## config.mk

```make
export PLATFORM = sky130hd
export DESIGN_NAME = pmic_regulator_gpio_regs
export DESIGN_NICKNAME = d
export VERILOG_FILES = /design/src/pmic_bank_pkg.sv /design/src/pin_debounce.sv /design/src/pmic_regulator_gpio_regs.sv
export VERILOG_INCLUDE_DIRS = /design/src
export SDC_FILE = /design/constraint.sdc
export NUM_CORES = 1
export LEC_CHECK = 0
export ABC_AREA = 0
export BUFFER_PORTS_ARGS = -buffer_cell sky130_fd_sc_hd__buf_4
export CAP_MARGIN = 40
export CORE_ASPECT_RATIO = 1.75
export CORE_MARGIN = 2
export CORE_UTILIZATION = 30
export DETAILED_ROUTE_END_ITERATION = 8
export PLACE_DENSITY = 0.52
export SLEW_MARGIN = 20
export SYNTH_ARGS = -nofsm -noshare
export SYNTH_HDL_FRONTEND = slang
export SYNTH_SLANG_ARGS = --single-unit
```

## constraint.sdc

```tcl
create_clock -name mclk -period 6.5 [get_ports mclk]
set_input_delay 0.325 -clock mclk [delete_from_list [all_inputs] [get_ports mclk]]
set_output_delay 0.325 -clock mclk [all_outputs]
set_load 0.02 [all_outputs]
```

## src/pmic_bank_regs.svh

```systemverilog
// Register indices, field positions, reset values and timing counts of the regulator bank.
// Assumes AXI4-Lite byte addresses equal four times the register index.
`ifndef PMIC_BANK_REGS_SVH
`define PMIC_BANK_REGS_SVH

`define IDX_SWITCHER_MODE_UPPER 6'h1D
`define IDX_LINEAR_VOLTAGE 6'h1E
`define IDX_BOOST_CONTROL 6'h1F
`define IDX_LINEAR_ENABLE_MODE 6'h20
`define IDX_PIN0_CONTROL 6'h21
`define IDX_IRQ_STATUS 6'h22
`define IDX_IRQ_CLEAR 6'h23
`define IDX_IRQ_ENABLE 6'h24

`define SW_MODE_RESET 24'h28A28A
`define SW_MODE_FIELD_MASK 24'h3CF3CF
`define SW_OFF_RESET_MASK 24'hC30C30
`define SW_FIELD_STRIDE 6
`define SW_MODE_DEFAULT 4'hA
`define SW_MODE_APS 4'h8
`define SW_MODE_OFF 4'h0

`define LIN_VOLT_MASK 24'h001FF7
`define BOOST_MASK 24'h0000FF
`define BOOST_MAIN_MASK 24'h0000FC
`define BOOST_RESET 24'h000048
`define LIN_EN_MASK 24'h1FFC7F
`define LIN_EN_WR_MASK 24'h1DF47F
`define LIN_EN_MAIN_MASK 24'h19606A
`define LIN_EN_RESET 24'h000008
`define LIN_USB_ON_BIT 3
`define LIN_GEN2_PASS_BIT 11
`define LIN_USB2_PASS_BIT 17

`define PIN_MASK 24'h00FFFF
`define PIN_WR_MASK 24'h00FFFD
`define PIN_RESET 24'h003808
`define PIN_DIR_BIT 0
`define PIN_DIN_BIT 1
`define PIN_DOUT_BIT 2
`define PIN_HYS_BIT 3
`define PIN_DEBOUNCE_SELECT_LSB 4
`define PIN_INT_LSB 6
`define PIN_KEEP_BIT 8
`define PIN_OD_BIT 9
`define PIN_DRIVE_BIT 10
`define PIN_PULL_EN_BIT 11
`define PIN_PULL_SEL_LSB 12
`define PIN_SLEW_LSB 14

`define IRQ_PIN_BIT 0
`define IRQ_VBUS_BIT 1
`define STRAP_PASS_BIT 4

`define CLK_HZ 10000000
`define DEBOUNCE_STEP_MS 10
`define CYCLES_PER_MS (`CLK_HZ / 1000)

`endif

```

## src/pmic_bank_pkg.sv

```systemverilog
// Types shared by the regulator bank and its debounce filter.
// Assumes the constants header is included where numbers are needed.
`default_nettype none
package pmic_bank_pkg;

   typedef struct packed {
      logic hysteresis;
      logic keeper;
      logic strong_drive;
      logic pull_enable;
      logic [1:0] pull_select;
      logic [1:0] slew;
   } pad_cfg_t;

   typedef enum logic [1:0] {EDGE_NONE, EDGE_FALL, EDGE_RISE, EDGE_BOTH} edge_sel_t;

   typedef enum logic [1:0] {SEQ_WAIT, SEQ_LOAD, SEQ_RUN} seq_state_t;

endpackage : pmic_bank_pkg
`default_nettype wire

```

## src/pin_debounce.sv

```systemverilog
// Debounce filter for the low-voltage pin input.
// Assumes level_in is already synchronised and tick_ms pulses once per millisecond.
`timescale 1ns/1ps
`default_nettype none
`include "pmic_bank_regs.svh"

module pin_debounce #(
   parameter int CNT_W = 6
) (
   input wire logic mclk,
   input wire logic rst_n,
   input wire logic tick_ms,
   input wire logic level_in,
   input wire logic [1:0] debounce_select,
   output logic level_out
);
   import pmic_bank_pkg::*;

   logic [CNT_W-1:0] stable_ms_reg;
   logic [CNT_W-1:0] limit_ms;

   if (CNT_W < 5) begin : g_cnt_check
      $error("pin_debounce: CNT_W too small for 30 ms");
   end

   // Stable time needed is the code times ten milliseconds
   assign limit_ms = CNT_W'(debounce_select) * CNT_W'(`DEBOUNCE_STEP_MS);

   always_ff @(posedge mclk or negedge rst_n) begin
      if (!rst_n) begin
         stable_ms_reg <= '0;
      end else if (level_in == level_out) begin
         stable_ms_reg <= '0;
      end else if (tick_ms) begin
         stable_ms_reg <= stable_ms_reg + CNT_W'(1);
      end
   end

   always_ff @(posedge mclk or negedge rst_n) begin
      if (!rst_n) begin
         level_out <= 1'b0;
      end else if (debounce_select == 2'b00) begin
         level_out <= level_in;
      end else if (level_in != level_out && tick_ms && stable_ms_reg >= limit_ms) begin
         level_out <= level_in;
      end
   end
endmodule : pin_debounce
`default_nettype wire

```

## src/pmic_regulator_gpio_regs.sv

```systemverilog
// Regulator and low-voltage pin control bank behind an AXI4-Lite slave.
// Assumes pins, straps and reset pins are asynchronous to mclk.
//
// The AXI4-Lite register port is this design's own decision.
`timescale 1ns/1ps
`default_nettype none
`include "pmic_bank_regs.svh"

module pmic_regulator_gpio_regs #(
   parameter int MS_CYCLES = `CYCLES_PER_MS,
   parameter int STRAP_W = 5
) (
   input wire logic mclk,
   input wire logic rst_n,
   input wire logic [7:0] s_axi_awaddr,
   input wire logic s_axi_awvalid,
   output logic s_axi_awready,
   input wire logic [31:0] s_axi_wdata,
   input wire logic [3:0] s_axi_wstrb,
   input wire logic s_axi_wvalid,
   output logic s_axi_wready,
   output logic [1:0] s_axi_bresp,
   output logic s_axi_bvalid,
   input wire logic s_axi_bready,
   input wire logic [7:0] s_axi_araddr,
   input wire logic s_axi_arvalid,
   output logic s_axi_arready,
   output logic [31:0] s_axi_rdata,
   output logic [1:0] s_axi_rresp,
   output logic s_axi_rvalid,
   input wire logic s_axi_rready,
   input wire logic main_reset_n,
   input wire logic off_reset_n,
   input wire logic [STRAP_W-1:0] powerup_strap,
   input wire logic [3:0] switcher_startup_en,
   input wire logic vbus_invalid,
   input wire logic standby,
   input wire logic low_voltage_pin0_in,
   output logic low_voltage_pin0_out,
   output logic low_voltage_pin0_oe_n,
   output pmic_bank_pkg::pad_cfg_t pin0_pad_cfg,
   output logic [23:0] switcher_mode_word,
   output logic [23:0] linear_voltage_word,
   output logic [23:0] boost_control_word,
   output logic [4:0] linear_reg_on,
   output logic usb_regulator_on,
   output logic irq
);
   import pmic_bank_pkg::*;

   localparam int SYNC_W = STRAP_W + 9;

   if (STRAP_W <= `STRAP_PASS_BIT) begin : g_strap_check
      $error("strap input too narrow");
   end
   if (MS_CYCLES < 2) begin : g_ms_check
      $error("MS_CYCLES must be at least 2");
   end

   // Two-flop synchronisers for every asynchronous input
   logic [SYNC_W-1:0] sync1_reg;
   logic [SYNC_W-1:0] sync2_reg;
   always_ff @(posedge mclk or negedge rst_n) begin
      if (!rst_n) begin
         sync1_reg <= '0;
         sync2_reg <= '0;
      end else begin
         sync1_reg <= {powerup_strap, switcher_startup_en, vbus_invalid, standby,
                       low_voltage_pin0_in, main_reset_n, off_reset_n};
         sync2_reg <= sync1_reg;
      end
   end

   logic off_s, main_s, pin_s, stby_s, vbus_s;
   logic [3:0] sw_en_s;
   logic [STRAP_W-1:0] strap_s;
   assign off_s = sync2_reg[0];
   assign main_s = sync2_reg[1];
   assign pin_s = sync2_reg[2];
   assign stby_s = sync2_reg[3];
   assign vbus_s = sync2_reg[4];
   assign sw_en_s = sync2_reg[8:5];
   assign strap_s = sync2_reg[SYNC_W-1:9];

   // AXI4-Lite write side: address and data taken in either order
   logic aw_full_reg, w_full_reg;
   logic [5:0] aw_idx_reg;
   logic [31:0] w_data_reg;
   logic [3:0] w_strb_reg;
   logic wr_go;
   logic wr_hit;
   logic [23:0] wr_mask;

   assign s_axi_awready = !aw_full_reg && !s_axi_bvalid;
   assign s_axi_wready = !w_full_reg && !s_axi_bvalid;
   assign wr_go = aw_full_reg && w_full_reg && !s_axi_bvalid;
   assign wr_mask = {{8{w_strb_reg[2]}}, {8{w_strb_reg[1]}}, {8{w_strb_reg[0]}}};

   always_ff @(posedge mclk or negedge rst_n) begin
      if (!rst_n) begin
         aw_full_reg <= 1'b0;
         w_full_reg <= 1'b0;
         aw_idx_reg <= '0;
         w_data_reg <= '0;
         w_strb_reg <= '0;
      end else begin
         if (s_axi_awvalid && s_axi_awready) begin
            aw_full_reg <= 1'b1;
            aw_idx_reg <= s_axi_awaddr[7:2];
         end else if (wr_go) begin
            aw_full_reg <= 1'b0;
         end
         if (s_axi_wvalid && s_axi_wready) begin
            w_full_reg <= 1'b1;
            w_data_reg <= s_axi_wdata;
            w_strb_reg <= s_axi_wstrb;
         end else if (wr_go) begin
            w_full_reg <= 1'b0;
         end
      end
   end

   always_comb begin
      unique case (aw_idx_reg)
         `IDX_SWITCHER_MODE_UPPER, `IDX_LINEAR_VOLTAGE, `IDX_BOOST_CONTROL,
         `IDX_LINEAR_ENABLE_MODE, `IDX_PIN0_CONTROL, `IDX_IRQ_STATUS,
         `IDX_IRQ_CLEAR, `IDX_IRQ_ENABLE: wr_hit = 1'b1;
         default: wr_hit = 1'b0;
      endcase
   end

   always_ff @(posedge mclk or negedge rst_n) begin
      if (!rst_n) begin
         s_axi_bvalid <= 1'b0;
         s_axi_bresp <= 2'b00;
      end else if (wr_go) begin
         s_axi_bvalid <= 1'b1;
         s_axi_bresp <= wr_hit ? 2'b00 : 2'b11;
      end else if (s_axi_bready) begin
         s_axi_bvalid <= 1'b0;
      end
   end

   function automatic logic [23:0] merge(input logic [23:0] old, input logic [23:0] wmask);
      merge = (old & ~wmask) | (w_data_reg[23:0] & wmask);
   endfunction : merge

   logic wr_sw, wr_volt, wr_boost, wr_lin, wr_pin, wr_clr, wr_en;
   assign wr_sw = wr_go && aw_idx_reg == `IDX_SWITCHER_MODE_UPPER;
   assign wr_volt = wr_go && aw_idx_reg == `IDX_LINEAR_VOLTAGE;
   assign wr_boost = wr_go && aw_idx_reg == `IDX_BOOST_CONTROL;
   assign wr_lin = wr_go && aw_idx_reg == `IDX_LINEAR_ENABLE_MODE;
   assign wr_pin = wr_go && aw_idx_reg == `IDX_PIN0_CONTROL;
   assign wr_clr = wr_go && aw_idx_reg == `IDX_IRQ_CLEAR;
   assign wr_en = wr_go && aw_idx_reg == `IDX_IRQ_ENABLE;

   // Startup sequencer: one load after power-up and after each main reset
   seq_state_t seq_reg;
   always_ff @(posedge mclk or negedge rst_n) begin
      if (!rst_n) begin
         seq_reg <= SEQ_WAIT;
      end else if (!main_s) begin
         seq_reg <= SEQ_WAIT;
      end else begin
         unique case (seq_reg)
            SEQ_WAIT: seq_reg <= SEQ_LOAD;
            SEQ_LOAD: seq_reg <= SEQ_RUN;
            SEQ_RUN: seq_reg <= SEQ_RUN;
         endcase
      end
   end

   // Switcher operating modes
   logic [23:0] sw_mode_reg, sw_mode_next;
   always_comb begin
      sw_mode_next = sw_mode_reg;
      if (wr_sw) begin
         sw_mode_next = merge(sw_mode_reg, wr_mask);
      end
      if (seq_reg == SEQ_LOAD) begin
         for (int i = 0; i < 4; i++) begin
            sw_mode_next[i*`SW_FIELD_STRIDE +: 4] = sw_en_s[i] ? `SW_MODE_APS
                                                               : `SW_MODE_OFF;
         end
      end
      if (!main_s) begin
         sw_mode_next = (sw_mode_next & ~`SW_MODE_FIELD_MASK) | `SW_MODE_RESET;
      end
      if (!off_s) begin
         sw_mode_next = sw_mode_next & ~`SW_OFF_RESET_MASK;
      end
   end
   always_ff @(posedge mclk or negedge rst_n) begin
      if (!rst_n) begin
         sw_mode_reg <= `SW_MODE_RESET;
      end else begin
         sw_mode_reg <= sw_mode_next;
      end
   end

   // Linear regulator voltages and boost control
   logic [23:0] volt_reg, boost_reg;
   always_ff @(posedge mclk or negedge rst_n) begin
      if (!rst_n) begin
         volt_reg <= '0;
         boost_reg <= `BOOST_RESET;
      end else begin
         if (!main_s) begin
            volt_reg <= '0;
         end else if (wr_volt) begin
            volt_reg <= merge(volt_reg, wr_mask & `LIN_VOLT_MASK);
         end
         if (!main_s) begin
            boost_reg <= (boost_reg & ~`BOOST_MAIN_MASK) | `BOOST_RESET;
         end else if (wr_boost) begin
            boost_reg <= merge(boost_reg, wr_mask & `BOOST_MASK);
         end
      end
   end

   // Linear regulator enables, standby control and pass-device straps
   logic [23:0] lin_reg, lin_next;
   always_comb begin
      lin_next = lin_reg;
      if (wr_lin) begin
         lin_next = merge(lin_reg, wr_mask & `LIN_EN_WR_MASK);
      end
      if (!main_s) begin
         lin_next = (lin_next & ~`LIN_EN_MAIN_MASK) | `LIN_EN_RESET;
      end
      if (seq_reg == SEQ_LOAD) begin
         lin_next[`LIN_GEN2_PASS_BIT] = strap_s[`STRAP_PASS_BIT];
         lin_next[`LIN_USB2_PASS_BIT] = strap_s[`STRAP_PASS_BIT];
      end
      if (!main_s || vbus_s) begin
         lin_next[`LIN_USB_ON_BIT] = 1'b1;
      end
   end
   always_ff @(posedge mclk or negedge rst_n) begin
      if (!rst_n) begin
         lin_reg <= `LIN_EN_RESET;
      end else begin
         lin_reg <= lin_next;
      end
   end

   // Order: general 1, dac, general 2, pll, usb 2; each is enable and standby control
   logic [4:0] lin_en, lin_stby;
   assign lin_en = {lin_reg[18], lin_reg[15], lin_reg[12], lin_reg[4], lin_reg[0]};
   assign lin_stby = {lin_reg[19], lin_reg[16], lin_reg[13], lin_reg[5], lin_reg[1]};

   always_ff @(posedge mclk or negedge rst_n) begin
      if (!rst_n) begin
         linear_reg_on <= '0;
      end else begin
         linear_reg_on <= lin_en & ~(lin_stby & {5{stby_s}});
      end
   end

   // Low-voltage pin control
   logic [23:0] pin_reg;
   logic pin_filt, pin_filt_d, tick_ms;
   always_ff @(posedge mclk or negedge rst_n) begin
      if (!rst_n) begin
         pin_reg <= `PIN_RESET;
      end else if (!main_s) begin
         pin_reg <= `PIN_RESET;
      end else if (wr_pin) begin
         pin_reg <= merge(pin_reg, wr_mask & `PIN_WR_MASK);
      end
   end

   always_ff @(posedge mclk or negedge rst_n) begin
      if (!rst_n) begin
         low_voltage_pin0_out <= 1'b0;
         low_voltage_pin0_oe_n <= 1'b1;
         pin0_pad_cfg <= '0;
      end else begin
         low_voltage_pin0_out <= pin_reg[`PIN_DOUT_BIT] && !pin_reg[`PIN_OD_BIT];
         low_voltage_pin0_oe_n <= !(pin_reg[`PIN_DIR_BIT] &&
            !(pin_reg[`PIN_OD_BIT] && pin_reg[`PIN_DOUT_BIT]));
         pin0_pad_cfg <= '{hysteresis: pin_reg[`PIN_HYS_BIT], keeper: pin_reg[`PIN_KEEP_BIT],
            strong_drive: pin_reg[`PIN_DRIVE_BIT], pull_enable: pin_reg[`PIN_PULL_EN_BIT],
            pull_select: pin_reg[`PIN_PULL_SEL_LSB +: 2], slew: pin_reg[`PIN_SLEW_LSB +: 2]};
      end
   end

   // Millisecond enable for the debounce filter
   logic [$clog2(MS_CYCLES)-1:0] ms_cnt_reg;
   always_ff @(posedge mclk or negedge rst_n) begin
      if (!rst_n) begin
         ms_cnt_reg <= '0;
      end else if (tick_ms) begin
         ms_cnt_reg <= '0;
      end else begin
         ms_cnt_reg <= ms_cnt_reg + 1'b1;
      end
   end
   assign tick_ms = ms_cnt_reg == ($clog2(MS_CYCLES))'(MS_CYCLES - 1);

   pin_debounce #(
      .CNT_W(6)
   ) u_debounce (
      .mclk(mclk),
      .rst_n(rst_n),
      .tick_ms(tick_ms),
      .level_in(pin_s),
      .debounce_select(pin_reg[`PIN_DEBOUNCE_SELECT_LSB +: 2]),
      .level_out(pin_filt)
   );

   // Edge detection on the filtered pin level and on the unfiltered vbus flag
   edge_sel_t edge_sel;
   logic pin_event, vbus_d, vbus_event;
   assign edge_sel = edge_sel_t'(pin_reg[`PIN_INT_LSB +: 2]);
   always_ff @(posedge mclk or negedge rst_n) begin
      if (!rst_n) begin
         pin_filt_d <= 1'b0;
         vbus_d <= 1'b0;
      end else begin
         pin_filt_d <= pin_filt;
         vbus_d <= vbus_s;
      end
   end
   always_comb begin
      unique case (edge_sel)
         EDGE_NONE: pin_event = 1'b0;
         EDGE_FALL: pin_event = pin_filt_d && !pin_filt;
         EDGE_RISE: pin_event = !pin_filt_d && pin_filt;
         EDGE_BOTH: pin_event = pin_filt_d != pin_filt;
      endcase
   end
   assign vbus_event = vbus_s && !vbus_d;

   // Sticky status, write-one clear, enable; a new event wins over a clear
   logic [1:0] irq_status_reg, irq_enable_reg, irq_set;
   assign irq_set = {vbus_event, pin_event};
   always_ff @(posedge mclk or negedge rst_n) begin
      if (!rst_n) begin
         irq_status_reg <= '0;
      end else begin
         irq_status_reg <= (irq_status_reg & ~(wr_clr ? w_data_reg[1:0] : 2'b00))
                           | irq_set;
      end
   end
   always_ff @(posedge mclk or negedge rst_n) begin
      if (!rst_n) begin
         irq_enable_reg <= '0;
      end else if (wr_en && w_strb_reg[0]) begin
         irq_enable_reg <= w_data_reg[1:0];
      end
   end
   assign irq = |(irq_status_reg & irq_enable_reg);

   // Read side
   logic [23:0] pin_view, rd_word;
   logic rd_hit;
   assign pin_view = (pin_reg & `PIN_MASK & ~24'h000002) | {22'h000000, pin_filt, 1'b0};
   always_comb begin
      rd_hit = 1'b1;
      unique case (s_axi_araddr[7:2])
         `IDX_SWITCHER_MODE_UPPER: rd_word = sw_mode_reg;
         `IDX_LINEAR_VOLTAGE: rd_word = volt_reg & `LIN_VOLT_MASK;
         `IDX_BOOST_CONTROL: rd_word = boost_reg & `BOOST_MASK;
         `IDX_LINEAR_ENABLE_MODE: rd_word = lin_reg & `LIN_EN_MASK;
         `IDX_PIN0_CONTROL: rd_word = pin_view;
         `IDX_IRQ_STATUS: rd_word = {22'h000000, irq_status_reg};
         `IDX_IRQ_CLEAR: rd_word = '0;
         `IDX_IRQ_ENABLE: rd_word = {22'h000000, irq_enable_reg};
         default: begin
            rd_word = '0;
            rd_hit = 1'b0;
         end
      endcase
   end

   assign s_axi_arready = !s_axi_rvalid;
   always_ff @(posedge mclk or negedge rst_n) begin
      if (!rst_n) begin
         s_axi_rvalid <= 1'b0;
         s_axi_rdata <= '0;
         s_axi_rresp <= 2'b00;
      end else if (s_axi_arvalid && s_axi_arready) begin
         s_axi_rvalid <= 1'b1;
         s_axi_rdata <= {8'h00, rd_word};
         s_axi_rresp <= rd_hit ? 2'b00 : 2'b11;
      end else if (s_axi_rready) begin
         s_axi_rvalid <= 1'b0;
      end
   end

   assign switcher_mode_word = sw_mode_reg;
   assign linear_voltage_word = volt_reg;
   assign boost_control_word = boost_reg;
   assign usb_regulator_on = lin_reg[`LIN_USB_ON_BIT];
endmodule : pmic_regulator_gpio_regs
`default_nettype wire

```

; Word level (Yosys, flattened, before mapping)
; Index checks and enable logic that the tools add are counted.
; Widths: inputs -> output; s select.
[word_totals]
inputBits = 73
ram_bits = 0
rom_bits = 0
latchBits = 0
elab_cells = 191
register_bits = 257
out_inout_bits = 130
mem_count = 0
[op_classes]
n_lt_le_gt_ge = 1
shifts = 0
multipliers = 1
mux = 43
bitwise = 28
n_reduce_logical = 49
n_eq_ne = 30
n_div = 0
add_sub_neg = 2
[op_table]
columns = operator, count
row1 = $mux 24, 7
row2 = $pmux 24 s7, 1
row3 = $and 24x24->24, 6
row4 = $or 24x24->24, 5
row5 = $eq 6x6->1 const B, 10
row6 = $eq 6x5->1 const B, 6
row7 = $mux 4, 8
row8 = $and 24x13->24, 1
row9 = $and 24x16->24, 1
row10 = $and 24x21->24, 1
row11 = $and 24x8->24, 1
row12 = $not 13->24, 1
row13 = $not 16->24, 1
row14 = $not 21->24, 1
row15 = $not 24->24, 1
row16 = $not 8->24, 1
row17 = $logic_and 1x1->1, 23
row18 = $mux 22, 1
row19 = $mux 21, 1
row20 = $mux 8, 2
row21 = $or 16x2->16, 1
row22 = $reduce_or 8->1, 2
row23 = $add 14x1->14 const B, 1
row24 = $eq 14x14->1 const B, 1
row25 = 26 further kinds, 70

; Logic depth before layout (Yosys ltp)
[logic_depth]
ltp_word = 7
depth_mapped = 8
ltp_nobuf = 7

; Modules after synthesis
; A second synthesis with hierarchy kept.
[hier_totals]
hier_cells = 792
hier_area_um2 = 8944.8
[by_module_without_submodules]
columns = mod, seq_area_each_um2, cells_each, area_per_inst_um2, n_inst
row1 = pmic_regulator_gpio_regs, 4924.7, 750, 8504.4, 1
row2 = pin_debounce, 175.2, 42, 440.4, 1

; Worst setup path after synthesis
; No wires, ideal clock.
[synth_path]
path_kind = register -> register
from = register s_axi_bvalid
to = register w_data_reg[10]
stages_incl_launch_ff = 6
path_slack_ps = 4330
n_path_buf = 2
t_required_ps = 6375
t_arrival_ps = 2045
setup_time_ps = 125
period_less_slack_ps = 2170
path_cell_list = dfrtp_1 > nor2_1 > and2_1 > clkbuf_1 > buf_1 > mux2_2
[synth_between]
elab_chain_len = 3
[synth_lines]
columns = item, line
row1 = "start, declared", pmic_regulator_gpio_regs.sv:23  ; output logic s_axi_bvalid,
row2 = "start signal, assigned", pmic_regulator_gpio_regs.sv:134  ; s_axi_bvalid <= 1'b0;
row3 = "start signal, assigned", pmic_regulator_gpio_regs.sv:137  ; s_axi_bvalid <= 1'b1;
row4 = "start signal, assigned", pmic_regulator_gpio_regs.sv:140  ; s_axi_bvalid <= 1'b0;
row5 = $logic_not 1->1, pmic_regulator_gpio_regs.sv:95  ; assign s_axi_wready = !w_full_reg && !s_axi_bvalid;
row6 = $logic_and 1x1->1, pmic_regulator_gpio_regs.sv:95
row7 = named net s_axi_wready, pmic_regulator_gpio_regs.sv:21  ; output logic s_axi_wready,
row8 = $logic_and 1x1->1, pmic_regulator_gpio_regs.sv:113  ; if (s_axi_wvalid && s_axi_wready) begin
row9 = "end signal, assigned", pmic_regulator_gpio_regs.sv:115  ; w_data_reg <= s_axi_wdata;
row10 = "end, declared", pmic_regulator_gpio_regs.sv:88  ; logic [31:0] w_data_reg;
; The timed path passes the listed nets, and every way through them passes these cells.
; A chain may end at the register's enable or synchronous reset.

; Worst setup path in the final report
[layout_path]
from = register s_axi_bvalid
to = register volt_reg[6] (netlist: linear_voltage_word[6])
[layout_between]
elab_chain_len = 4
[layout_lines]
columns = item, line
row1 = $logic_not 1->1, pmic_regulator_gpio_regs.sv:96  ; assign wr_go = aw_full_reg && w_full_reg && !s_axi_bvalid;
row2 = $logic_and 1x1->1, pmic_regulator_gpio_regs.sv:96
row3 = $logic_and 1x1->1 (no line), --
row4 = $ne 2x1->1 (no line), --
row5 = "end signal, assigned", pmic_regulator_gpio_regs.sv:211  ; volt_reg <= merge(volt_reg, wr_mask & `LIN_VOLT_MASK);
row6 = "end, declared", pmic_regulator_gpio_regs.sv:202  ; logic [23:0] volt_reg, boost_reg;
; No other way between the ends.

==> impl_metrics.tcl <==
set metrics [dict create \
    drive_gt1_share_pct 28.9 \
    clkSinkCount 203 \
    grt_max_degree 76 \
    num_io_pins 203 \
    yosysWarningCount 0 \
    drc_errors 0 \
    ant_nets 0 \
    cts-root-buf "clkbuf_16" \
    setup_viol_count_final 0 \
    vias 6185 \
    status "complete, no violations" \
    synth-edff-count 0 \
    wl_mm 24.4 \
    netlist_top_cells_count "187 x dfrtp_1, 93 x nand2_1, 51 x mux2_2, 47 x o21ai_0, 40 x nor2_1" \
    rr_worst_depth 5 \
    critPathLaunchType "flop" \
    hold_buffers 13 \
    ys.flop_type "dfrtp_1" \
    drv_cap 0 \
    htreeDepth 1 \
    avgSynthCellArea_um2 11.4 \
    fin_crit_ns 2.65 \
    postCtsResizedCells 0 \
    fin_cells 1317 \
    antenna_found_initial 0 \
    cts_tree "done" \
    overflow 0 \
    cp.arrival_ns 3.02 \
    die_h_um 230 \
    synth_top_area_share_pct 53.3 \
    wl_per_cell_um 18.5 \
    worstPathRequired_ns 6.86 \
    end_kind "flop" \
    synthArstFlopShare_pct 100 \
    synth.top_cells.by_area "dfrtp_1 53%, mux2_2 6.5%, dfstp_2 4.8%" \
    area_growth_pct 26.0 \
    rows 82 \
    max_slew_margin_pct 49.6 \
    vdd_drop_max_mv 0.200 \
    syn_area_um2 8770 \
    fin_area_um2 11100 \
    die_x_um 133 \
    core_area_um2 28700 \
    setup.worst_path.class "reg2reg" \
    r2r_setup_slack_ns 3.85 \
    die_area_um2 30700 \
    powerDensity_nw_per_um2 323 \
    worstMarginPinSlew_ns 0.746 \
    synth_seq_area_share_pct 58.1 \
    port_buffers 149 \
    clk_latency_ns 0.51 \
    grt_pass1_wl_mm 37.9 \
    gp_congestion 0.781 \
    min_path_cells 2 \
    worst_hold_startpoint "s_axi_wdata[2]" \
    ys_ff_latch 203 \
    fmax_mhz 377 \
    synth_cells 769 \
    leakage_nw 5.13 \
    grt_setup_unrepaired "no" \
    start_util_pct 30.5 \
    min_path_type "in2reg" \
    fin_skew_ns 0.0178 \
    fin_crit_sh_pct 40.8 \
    cts.path.max_buffers 3 \
    drt_iter0_markers 343 \
    r2r-start "s_axi_bvalid" \
    dp.final_hpwl_mm 17.4 \
    cts_buffers 21 \
    placedCellCount 1268 \
    clk_pin_slew_worst_paths_ns 0.06 \
    grt_pass1_vias 6259 \
    grt_use_total_pct 16.0 \
    place_area_um2 10200 \
    ys_types 62 \
    post_cts_buffers 0 \
    synth_top_area_cell "dfrtp_1" \
    hold_viol 0 \
    tns_ns 0 \
    cp_max_fo 14 \
    slew_violations 0 \
    diodes 0 \
    nets 1008 \
    nFillCells 2895 \
    hold_end "w_data_reg[2]" \
    reg2reg_to "linear_voltage_word[6]" \
    synth_most_common_cell "dfrtp_1" \
    dr.pass1.iters 5 \
    vias_per_cell 4.70 \
]
final cells by class:
type | count | area (um^2) | area share (%)
Clock inverter | 4 | 76.3 | 0.691
Multi-Input combinational cell | 513 | 3340 | 30.2
Timing Repair Buffer | 175 | 1380 | 12.5
Tap cell | 378 | 473 | 4.28
Inverter | 12 | 45.0 | 0.408
Clock buffer | 32 | 637 | 5.76
Sequential cell | 203 | 5100 | 46.1
placed cells by master (no fill, tap or decap), drive strengths merged, types with 14 or more instances in the layout:
cell and n:
dfstp 16, a22oi 14, o21ai 48, clkbuf 33, nand3 39, a21oi 23, dfrtp 187, mux2 52
buf 161, conb 36, mux2i 31, nand2 95, nor2 40
kinds of logic (layout without fill, tap and decap cells):
group           count (synthesis)  after routing  synth area share [%]
compound gates                132            132                  9.77
xor+xnor                       15             15                  1.50
fa+ha+maj                       9              9                  1.28
buf+inv                        88            223                  5.48
flops                         203            203                  58.1
mux                            83             83                  10.2
other cells                     1             36                0.0427
simple gates                  238            238                  13.6
worst max-delay path, stage by stage (launching register included):
cell and delay [ns]:
dfrtp_1 0.42, nand3b_1 0.43, nor2b_1 0.73, nand3_1 0.60
nand3_1 0.23, o21ai_0 0.11
where the power goes:
| group | internal [W] | switching [W] |
|---|---|---|
| Sequential | 0.00146 | 0.000226 |
| Clock | 0.000753 | 0.000498 |
| Combinational | 0.000301 | 0.000331 |
per-stage QoR:
step,setup WS (ns),power (W),hold slack [ns],util (%)
floorplan,4.33,0.00207,0.0294,-
global placement,3.85,0.00234,0.335,35.3
detailed placement,3.75,0.00235,0.336,35.5
CTS,3.74,0.00362,0.0248,38.5
global route,3.56,0.00375,0.0319,38.5
finish,3.85,0.00357,0.0440,38.5
worst max-delay path by stage:
stage	end	startpoint
finish	linear_voltage_word[6]	s_axi_bvalid
CTS	linear_voltage_word[6]	s_axi_bvalid
detailed placement	linear_voltage_word[0]	s_axi_bvalid
global route	linear_voltage_word[6]	s_axi_bvalid
global placement	linear_voltage_word[0]	s_axi_bvalid
floorplan	w_data_reg[10]	s_axi_bvalid
layer usage:
metal / track usage (%) / vias to the layer above / wire length [um]
li1: - / 2934 / -
met1: 18.6 / 3078 / 9400
met2: 30.1 / 148 / 13400
met3: 2.67 / 25 / 1090
met4: 4.39 / 0 / 488
met5: 0 / - / 0
No activity file was read; power rests on OpenSTA's default activity.
